## config.mk

```make
export PLATFORM = sky130hd
export DESIGN_NAME = ea_calc_flat
export DESIGN_NICKNAME = d
export VERILOG_FILES = /design/src/cpu_pm_pkg.sv /design/src/ea_if.sv /design/src/ea_calc.sv /design/src/flat_wrapper.sv
export VERILOG_INCLUDE_DIRS = /design/src /design/src/src
export SDC_FILE = /design/constraint.sdc
export NUM_CORES = 1
export LEC_CHECK = 0
export BUFFER_PORTS_ARGS = -buffer_cell sky130_fd_sc_hd__buf_2
export CAP_MARGIN = 40
export CELL_PAD_IN_SITES_DETAIL_PLACEMENT = 0
export CELL_PAD_IN_SITES_GLOBAL_PLACEMENT = 1
export CORE_MARGIN = 8
export CORE_UTILIZATION = 40
export DETAILED_ROUTE_END_ITERATION = 8
export GPL_TIMING_DRIVEN = 1
export PLACE_DENSITY_LB_ADDON = 0.1
export SYNTH_ARGS = -nofsm -noshare
export SYNTH_HDL_FRONTEND = slang
export SYNTH_SLANG_ARGS = --single-unit
```

## constraint.sdc

```tcl
create_clock -name vclk -period 9.4
set_input_delay 1.41 -clock vclk [all_inputs]
set_output_delay 1.41 -clock vclk [all_outputs]
set_load 0.1 [all_outputs]
```

## src/cpu_pm_params.svh

```systemverilog
// Purpose: Named constants for the core programming model block
// Assumes: Included by bare name from the design files
// Notes: Definitions only
`ifndef CPU_PM_PARAMS_SVH
`define CPU_PM_PARAMS_SVH

// Status word field positions
`define SR_T_BIT 15
`define SR_S_BIT 13
`define SR_X_BIT 4
`define SR_N_BIT 3
`define SR_Z_BIT 2
`define SR_V_BIT 1
`define SR_C_BIT 0
// Implemented bits: trace, supervisor, 3-bit mask, X N Z V C
`define SR_VALID_MASK 16'hA71F
`define CCR_VALID_MASK 8'h1F
`define SR_RESET 16'h2700

// Register file
`define GPR_RESET 32'h0000_0000
`define PC_RESET 32'h0000_0000
`define SP_RESET 32'h0000_0000
`define SP_IDX 4'hF
`define STACK_REG 3'h7

// Post/predecrement steps
`define STEP_BYTE 32'h0000_0001
`define STEP_WORD 32'h0000_0002
`define STEP_LONG 32'h0000_0004

// Implied register selects
`define IMPL_SR 2'h0
`define IMPL_USP 2'h1
`define IMPL_SSP 2'h2

// Last beat index per size and bus width
`define LAST_ONE 2'h0
`define LAST_TWO 2'h1
`define LAST_FOUR 2'h3

`endif

```

## src/cpu_pm_pkg.sv

```systemverilog
// Purpose: Types shared by the programming model and address unit
// Assumes: Nothing beyond the tool's SystemVerilog support
// Notes: Encodings are internal to this block
`default_nettype none
package cpu_pm_pkg;
  typedef enum logic [1:0] {SZ_BYTE = 2'h0, SZ_WORD = 2'h1, SZ_LONG = 2'h2} size_t;
  typedef enum logic [3:0] {
    M_DREG = 4'h0, M_AREG = 4'h1, M_IND = 4'h2, M_POSTINC = 4'h3, M_PREDEC = 4'h4,
    M_DISP = 4'h5, M_INDEX = 4'h6, M_ABS_S = 4'h7, M_ABS_L = 4'h8, M_PC_DISP = 4'h9,
    M_PC_INDEX = 4'hA, M_IMM = 4'hB, M_QUICK = 4'hC, M_IMPLIED = 4'hD
  } eamode_t;
  typedef enum logic [2:0] {
    OP_ACCESS = 3'h0, OP_REG_WRITE = 3'h1, OP_CCR_WRITE = 3'h2, OP_SR_WRITE = 3'h3,
    OP_USP_WRITE = 3'h4, OP_PC_WRITE = 3'h5
  } op_t;
  typedef enum logic [2:0] {ST_IDLE = 3'b001, ST_BUS = 3'b010, ST_DONE = 3'b100} state_t;
endpackage : cpu_pm_pkg
`default_nettype wire

```

## src/ea_if.sv

```systemverilog
// Purpose: Carries one address calculation between core and address unit
// Assumes: Purely combinational exchange within one cycle
// Notes: Register values are fetched by the core side
`default_nettype none
interface ea_if;
  import cpu_pm_pkg::*;
  eamode_t mode;
  size_t size;
  logic isStack;
  logic [31:0] baseVal, idxVal, pc, implVal;
  logic idxLong;
  logic [15:0] ext0, ext1;
  logic [7:0] quick;
  logic [31:0] ea, operand, wbVal;
  logic isMem, wbEn;
  modport calc (input mode, size, isStack, baseVal, idxVal, pc, implVal, idxLong,
                input ext0, ext1, quick, output ea, operand, wbVal, isMem, wbEn);
  modport user (output mode, size, isStack, baseVal, idxVal, pc, implVal, idxLong,
                output ext0, ext1, quick, input ea, operand, wbVal, isMem, wbEn);
endinterface : ea_if
`default_nettype wire

```

## src/ea_calc.sv

```systemverilog
// Purpose: Effective address and operand formation for all fourteen modes
// Assumes: Caller supplies base, index and implied register values
// Notes: Combinational; memory modes return no operand
`default_nettype none
`include "cpu_pm_params.svh"
module ea_calc (
  // Calculation port
  ea_if.calc ep
);
  import cpu_pm_pkg::*;
  logic [31:0] step;
  logic [31:0] idxExt;
  logic [31:0] d8;
  logic [31:0] d16;
  logic [31:0] immVal;

  // Stack stays word aligned, so bytes step by two there
  always_comb begin
    step = `STEP_LONG;
    if (ep.size == SZ_BYTE) begin
      step = ep.isStack ? `STEP_WORD : `STEP_BYTE;
    end else if (ep.size == SZ_WORD) begin
      step = `STEP_WORD;
    end
  end

  // Index is any register, word index sign extended
  assign idxExt = ep.idxLong ? ep.idxVal : 32'($signed(ep.idxVal[15:0]));
  assign d8 = 32'($signed(ep.ext0[7:0]));
  assign d16 = 32'($signed(ep.ext0));
  assign immVal = (ep.size == SZ_LONG) ? {ep.ext0, ep.ext1} :
                  (ep.size == SZ_WORD) ? {16'h0000, ep.ext0} : {24'h00_0000, ep.ext0[7:0]};

  // Mode decode
  always_comb begin
    ep.ea = 32'h0000_0000;
    ep.operand = 32'h0000_0000;
    ep.wbVal = ep.baseVal;
    ep.isMem = 1'b1;
    ep.wbEn = 1'b0;
    case (ep.mode)
      M_DREG, M_AREG: begin
        ep.isMem = 1'b0;
        ep.operand = (ep.size == SZ_LONG) ? ep.baseVal :
                     (ep.size == SZ_WORD) ? {16'h0000, ep.baseVal[15:0]} :
                     {24'h00_0000, ep.baseVal[7:0]};
      end
      M_IND: ep.ea = ep.baseVal;
      M_POSTINC: begin
        ep.ea = ep.baseVal;
        ep.wbEn = 1'b1;
        ep.wbVal = ep.baseVal + step;
      end
      M_PREDEC: begin
        ep.ea = ep.baseVal - step;
        ep.wbEn = 1'b1;
        ep.wbVal = ep.baseVal - step;
      end
      M_DISP: ep.ea = ep.baseVal + d16;
      M_INDEX: ep.ea = ep.baseVal + idxExt + d8;
      M_ABS_S: ep.ea = d16;
      M_ABS_L: ep.ea = {ep.ext0, ep.ext1};
      M_PC_DISP: ep.ea = ep.pc + d16;
      M_PC_INDEX: ep.ea = ep.pc + idxExt + d8;
      M_IMM: begin
        ep.isMem = 1'b0;
        ep.operand = immVal;
      end
      M_QUICK: begin
        ep.isMem = 1'b0;
        ep.operand = 32'($signed(ep.quick));
      end
      M_IMPLIED: begin
        ep.isMem = 1'b0;
        ep.operand = ep.implVal;
      end
      default: ep.isMem = 1'b0;
    endcase
  end
endmodule : ea_calc
`default_nettype wire

```

## src/flat_wrapper.sv

```systemverilog
// flat-port wrapper written by rule: the top's interface ports become plain ports
module ea_calc_flat import cpu_pm_pkg::*;
  (ep_mode, ep_size, ep_isStack, ep_baseVal, ep_idxVal, ep_pc, ep_implVal, ep_idxLong, ep_ext0, ep_ext1, ep_quick, ep_ea, ep_operand, ep_wbVal, ep_isMem, ep_wbEn);
  ea_if ep_i ();
  input wire logic [$bits(ep_i.mode)-1:0] ep_mode;
  input wire logic [$bits(ep_i.size)-1:0] ep_size;
  input wire logic [$bits(ep_i.isStack)-1:0] ep_isStack;
  input wire logic [$bits(ep_i.baseVal)-1:0] ep_baseVal;
  input wire logic [$bits(ep_i.idxVal)-1:0] ep_idxVal;
  input wire logic [$bits(ep_i.pc)-1:0] ep_pc;
  input wire logic [$bits(ep_i.implVal)-1:0] ep_implVal;
  input wire logic [$bits(ep_i.idxLong)-1:0] ep_idxLong;
  input wire logic [$bits(ep_i.ext0)-1:0] ep_ext0;
  input wire logic [$bits(ep_i.ext1)-1:0] ep_ext1;
  input wire logic [$bits(ep_i.quick)-1:0] ep_quick;
  output wire logic [$bits(ep_i.ea)-1:0] ep_ea;
  output wire logic [$bits(ep_i.operand)-1:0] ep_operand;
  output wire logic [$bits(ep_i.wbVal)-1:0] ep_wbVal;
  output wire logic [$bits(ep_i.isMem)-1:0] ep_isMem;
  output wire logic [$bits(ep_i.wbEn)-1:0] ep_wbEn;
  assign ep_i.mode = ep_mode;
  assign ep_i.size = ep_size;
  assign ep_i.isStack = ep_isStack;
  assign ep_i.baseVal = ep_baseVal;
  assign ep_i.idxVal = ep_idxVal;
  assign ep_i.pc = ep_pc;
  assign ep_i.implVal = ep_implVal;
  assign ep_i.idxLong = ep_idxLong;
  assign ep_i.ext0 = ep_ext0;
  assign ep_i.ext1 = ep_ext1;
  assign ep_i.quick = ep_quick;
  assign ep_ea = ep_i.ea;
  assign ep_operand = ep_i.operand;
  assign ep_wbVal = ep_i.wbVal;
  assign ep_isMem = ep_i.isMem;
  assign ep_wbEn = ep_i.wbEn;
  ea_calc u_core (.ep(ep_i));
endmodule
```

==> qor.yml, run 1 <==
sta:
  fin_crit_ns: 8.06
  worst_pin_slew_ns: 0.936
  finalHoldViolCount: 0
  setup_ws_ns: 1.34
  setup_tns_ns: 0
  slew_violations: 0
  period_share: 0.857
  finalSetupViolCount: 0
  clock.fmax_mhz: 124
  rsz0062_at_grt: "no"
  slew_headroom: 0.360
  hold_ws_ns: 3.33
global_routing:
  grtUsageTotal: 0.314
  grt_pass1_vias: 12620
  grt_max_degree: 36
  grt_pass1_wl_mm: 77.1
  gr-total-overflow: 0
  antenna_found_initial: 0
worst_setup_path:
  cp-start-kind: "input pin"
  worstPathRequired_ns: 7.99
  crit_type: "in -> out"
  crit_path_max_fanout: 19
  cp.arrival_ns: 6.65
  endpoint_kind: "output port"
clock_tree:
  cts_resized: 0
  postCtsSetupBuffers: 0
  ctsHoldBuffers: 0
synthesis:
  synth_top_family_by_area: "compound AO/OA/AOI/OAI gates"
  avgSynthCellArea_um2: 7.19
  synth_xor_area_frac: 0.0921
  syn_inst: 1442
  seq_area_frac_synth: 0
  synthMuxAreaShare: 0.0467
  synth-compound-area-share: 0.350
  yosysWarnings: 0
  syn_nets: 1789
  synth_cell_types: 77
  synth_adder_area_share: 0.255
  synth-simple-area-share: 0.203
  syn-cell-area_um2: 10400
pwr:
  finalPower_w: 0.00141
  ir_drop_mv: 0.0697
  leakage_nw: 5.42
  p_per_area_nw_per_um2: 117
finish:
  antenna_cells: 0
  final.fill_count: 2757
  nFlopsAndLatches: 0
  final_util: 0.465
  clkbuf_count: 0
  fin_nets: 1985
  regArea_um2: 0
  drive_above_1_share: 0.212
  area_growth_syn_to_layout_pct: 15.7
  multi_input_area_um2: 9850
route:
  drtIter0Drc: 1162
  wirelength_mm: 51.5
  routed-via-count: 12619
  first_pass_iters: 6
  viasPerCell: 6.40
  wire_per_inst_um: 26.1
  remaining_drc_errors: 0
  ant_nets: 0
floorplan:
  die_x_um: 177
  io_pins: 274
  fp.dieH_um: 177
  rows: 59
  core_um2: 25800
  initial_core_util: 0.402
  dieArea_um2: 31300
place:
  gp_congestion: 0.956
  io_buffers: 274
  dp_hpwl_mm: 42.5
  dp_slack_ns: 1.51
status:
  outcome: "complete, no violations"
flow_run:
  maxCapViolations: 0
worst_hold_path:
  hold_class: "in -> out"
## layer usage
metal  up-vias  wire length [um]  track usage
met3       101              4000       0.0405
met2       592             24000        0.532
li1       5846                 -            -
met5         -                 0            0
met1      6080             21500        0.405
met4         0              1900       0.0995
## synthesized netlist by cell type, drive strengths merged, types with 33 or more instances
cell / instances / share of area
ha: 104 / 0.13
nand3: 52 / 0.025
xnor2: 57 / 0.048
nand2: 149 / 0.054
a21o: 64 / 0.046
o21ai: 131 / 0.063
a21oi: 136 / 0.066
nor3: 34 / 0.017
a221oi: 33 / 0.028
a22oi: 33 / 0.024
fa: 67 / 0.13
inv: 34 / 0.012
xor2: 52 / 0.044
nor2: 79 / 0.029
clkbuf: 89 / 0.032
## cell type report
class                           instances  area share
Multi-Input combinational cell       1305       0.822
Timing Repair Buffer                  297       0.133
Tap cell                              335      0.0350
Inverter                               34      0.0106
## per-stage QoR
stage	area [um^2]	cells
finish	12000	1971
global route	12000	1971
CTS	12000	1971
detailed placement	12000	1971
global placement	11900	1965
floorplan	10400	1442
## worst paths after layout
kind,start,end,slack [ns],cells past startpoint
worst min-delay path,ep_mode[3],ep_isMem,3.33,3
worst max-delay path,ep_mode[2],ep_ea[27],1.34,15
## layout by cell type, fill, tap and decap left out, types with 27 or more instances in the layout
cell type,Yosys,layout
o21ai_0,130,130
a221oi_1,33,33
nor2_1,79,76
a21oi_1,136,135
a22oi_1,33,33
xnor2_1,57,57
xor2_1,52,52
ha_1,104,104
nand2_1,149,149
nor3_1,33,30
nand3_1,52,52
buf_2,7,274
fa_1,67,67
inv_1,34,34
mux2_2,27,27
a21o_1,64,64
## critical path: stages
cell and delay, ns:
buf_2 0.14, nand2b_1 0.31, nor2_4 0.62, mux2_2 0.41, ha_1 0.40, nand4_1 0.18, a2111oi_0 0.86, a211oi_1 0.11
a211oi_1 0.65, a41oi_1 0.29, nor3_1 0.32, or2_2 0.18, xor2_1 0.15, a221o_1 0.17, buf_2 0.42
## kinds of logic after synthesis
logic type	Yosys count
AO/OA/AOI/OAI	549
AND/OR/NAND/NOR	431
adder cells (fa/ha/maj)	171
buffers and inverters	137
XOR/XNOR	109
multiplexers	45
## where the power goes
part           internal, W  switching (W)  leakage [nW]  total (W)
sequential               0              0             0          0
clock                    0              0             0          0
combinational     0.000437       0.000969          5.42    0.00141
total             0.000437       0.000969          5.42    0.00141
(Power assumes the default switching activity.)
==> run 2, diff against run 1 <==
--- a/config.mk
+++ b/config.mk
@@ -11,7 +11,7 @@
 export CELL_PAD_IN_SITES_DETAIL_PLACEMENT = 0
 export CELL_PAD_IN_SITES_GLOBAL_PLACEMENT = 1
 export CORE_MARGIN = 8
-export CORE_UTILIZATION = 40
+export CORE_UTILIZATION = 43
 export DETAILED_ROUTE_END_ITERATION = 8
 export GPL_TIMING_DRIVEN = 1
 export PLACE_DENSITY_LB_ADDON = 0.1
==> qor.yml, run 2 (synthesized netlist as in run 1, its figures left out) <==
status:
  outcome: "complete, no violations"
route:
  remaining_drc_errors: 0  # unchanged
  ant_nets: 0  # unchanged
  viasPerCell: 6.45  # +0.68%
  routed-via-count: 12647  # +0.22%
  first_pass_iters: 7  # +1
  wire_per_inst_um: 25.4  # -2.6%
  drtIter0Drc: 1066  # -8.3%
  wirelength_mm: 49.9  # -3.1%
worst_setup_path:
  max_stage_delay_ns: 0.68  # -0.18 ns
  cp.arrival_ns: 6.47  # -0.18 ns
  path_cells: "buf_2 -> nand2b_1 -> nor2_4 -> mux2_2 -> ha_1 -> nand4_1 -> a2111oi_0 -> a211oi_1 -> a211oi_1 -> a41oi_1 -> nor3_1 -> or2_2 -> xor2_1 -> a221o_1 -> buf_2"
  endpoint_kind: "output port"
  worstPathRequired_ns: 7.99  # about the same
  cp_slowest_cell: "nor2_4"
  crit_path_max_fanout: 22  # +3
  crit_type: "in -> out"
  cp-start-kind: "input pin"
finish:
  regArea_um2: 0  # unchanged
  fin_nets: 1987  # +0.10%
  area_growth_syn_to_layout_pct: 15.5
  nFlopsAndLatches: 0  # unchanged
  instances_no_fill: 1962  # -0.46%
  final_common_cell: "buf_2"
  final_area_um2: 12000  # -0.12%
  multi_input_area_um2: 9850  # about the same
  final.fill_count: 2507  # -9.1%
  clkbuf_count: 0  # unchanged
  drive_above_1_share: 0.212  # +0.000352
  antenna_cells: 0  # unchanged
  mostFrequentLayoutCells: "buf_2 (273), nand2_1 (149), a21oi_1 (135)"
sta:
  rsz0062_at_grt: "no"
  setup_tns_ns: 0  # unchanged
  slew_violations: 0  # unchanged
  setup_ws_ns: 1.52  # +0.174 ns
  finalSetupViolCount: 0  # unchanged
  period_share: 0.839  # -0.0185
  clock.fmax_mhz: 127  # +2.2%
  slew_headroom: 0.415  # +0.0554
  finalHoldViolCount: 0  # unchanged
  fin_crit_ns: 7.88  # -0.174 ns
  worst_pin_slew_ns: 0.877  # -0.0589 ns
clock_tree:
  ctsHoldBuffers: 0  # unchanged
  cts_resized: 0  # unchanged
  postCtsSetupBuffers: 0  # unchanged
floorplan:
  core_um2: 24000  # -7.0%
  initial_core_util: 0.432  # +0.0302
  io_pins: 274  # unchanged
  die_x_um: 171  # -3.2%
  dieArea_um2: 29300  # -6.4%
  rows: 57  # -3.4%
  fp.dieH_um: 171  # -3.2%
pwr:
  finalPower_w: 0.00140  # -0.56%
  p_per_area_nw_per_um2: 117  # -0.45%
  ir_drop_mv: 0.0769  # +10%
  leakage_nw: 5.42  # about the same
place:
  dp_hpwl_mm: 41.3  # -2.7%
  placed_area_um2: 12000  # -0.12%
  gp_congestion: 1.01  # +5.2%
  dp_slack_ns: 1.66  # +0.155 ns
  io_buffers: 274  # unchanged
  placedCellCount: 1962  # -0.46%
global_routing:
  antenna_found_initial: 2  # +2
  grt_pass1_wl_mm: 74.5  # -3.4%
  grt_max_degree: 35  # -2.8%
  gr-total-overflow: 0  # unchanged
  grt_pass1_vias: 12506  # -0.90%
  grtUsageTotal: 0.326  # +0.0121
flow_run:
  maxCapViolations: 0  # unchanged
worst_hold_path:
  hold_class: "in -> out"
[run 2: cell count changes in the layout (fill, tap and decap cells not counted)]
cell    before  now
buf_2      274  273
buf_4       18   23
buf_8        3    1
nor2_1      76   77
nor2_2       2    1
[run 2: where the power goes]
part | internal, W | total [W] | leakage (nW) | switching (W)
logic | 0.000437 | 0.00140 | 5.42 | 0.000961
registers | 0 | 0 | 0 | 0
clock network | 0 | 0 | 0 | 0
[run 2: cell type report]
class              instances  share of cell area
repair buffers           299               0.133
well taps                324              0.0339
multi-input cells       1305               0.822
inverters                 34              0.0107
[run 2: path summary, 6_finish.rpt]
check	from	endpoint	slack, ns	cells after the start
setup / recovery	ep_mode[2]	ep_ea[27]	1.52	15
hold / removal	ep_mode[3]	ep_isMem	3.32	3
[run 2: per-layer routing]
layer | GRT usage | vias up | wire, um
met5 | 0 | - | 24
met4 | 0.124 | 4 | 1970
met3 | 0.0480 | 101 | 4500
met2 | 0.537 | 649 | 22800
met1 | 0.424 | 6046 | 20500
li1 | - | 5847 | -
[run 2: critical path, delay by kind of cell]
family / cells / cell delay, ns
xor+xnor: 1 / 0.16
fa+ha+maj: 1 / 0.41
mux: 1 / 0.41
buf+inv: 2 / 0.55
compound gates: 5 / 1.86
simple gates: 5 / 1.64
[run 2: metrics by stage]
stage / hold WS, ns / util
6_report: 3.32 / 0.500
5_1_grt: 3.35 / 0.500
4_1_cts: 3.33 / 0.500
3_5_place_dp: 3.32 / 0.500
3_3_place_gp: 3.32 / 0.497
2_1_floorplan: 3.26 / -
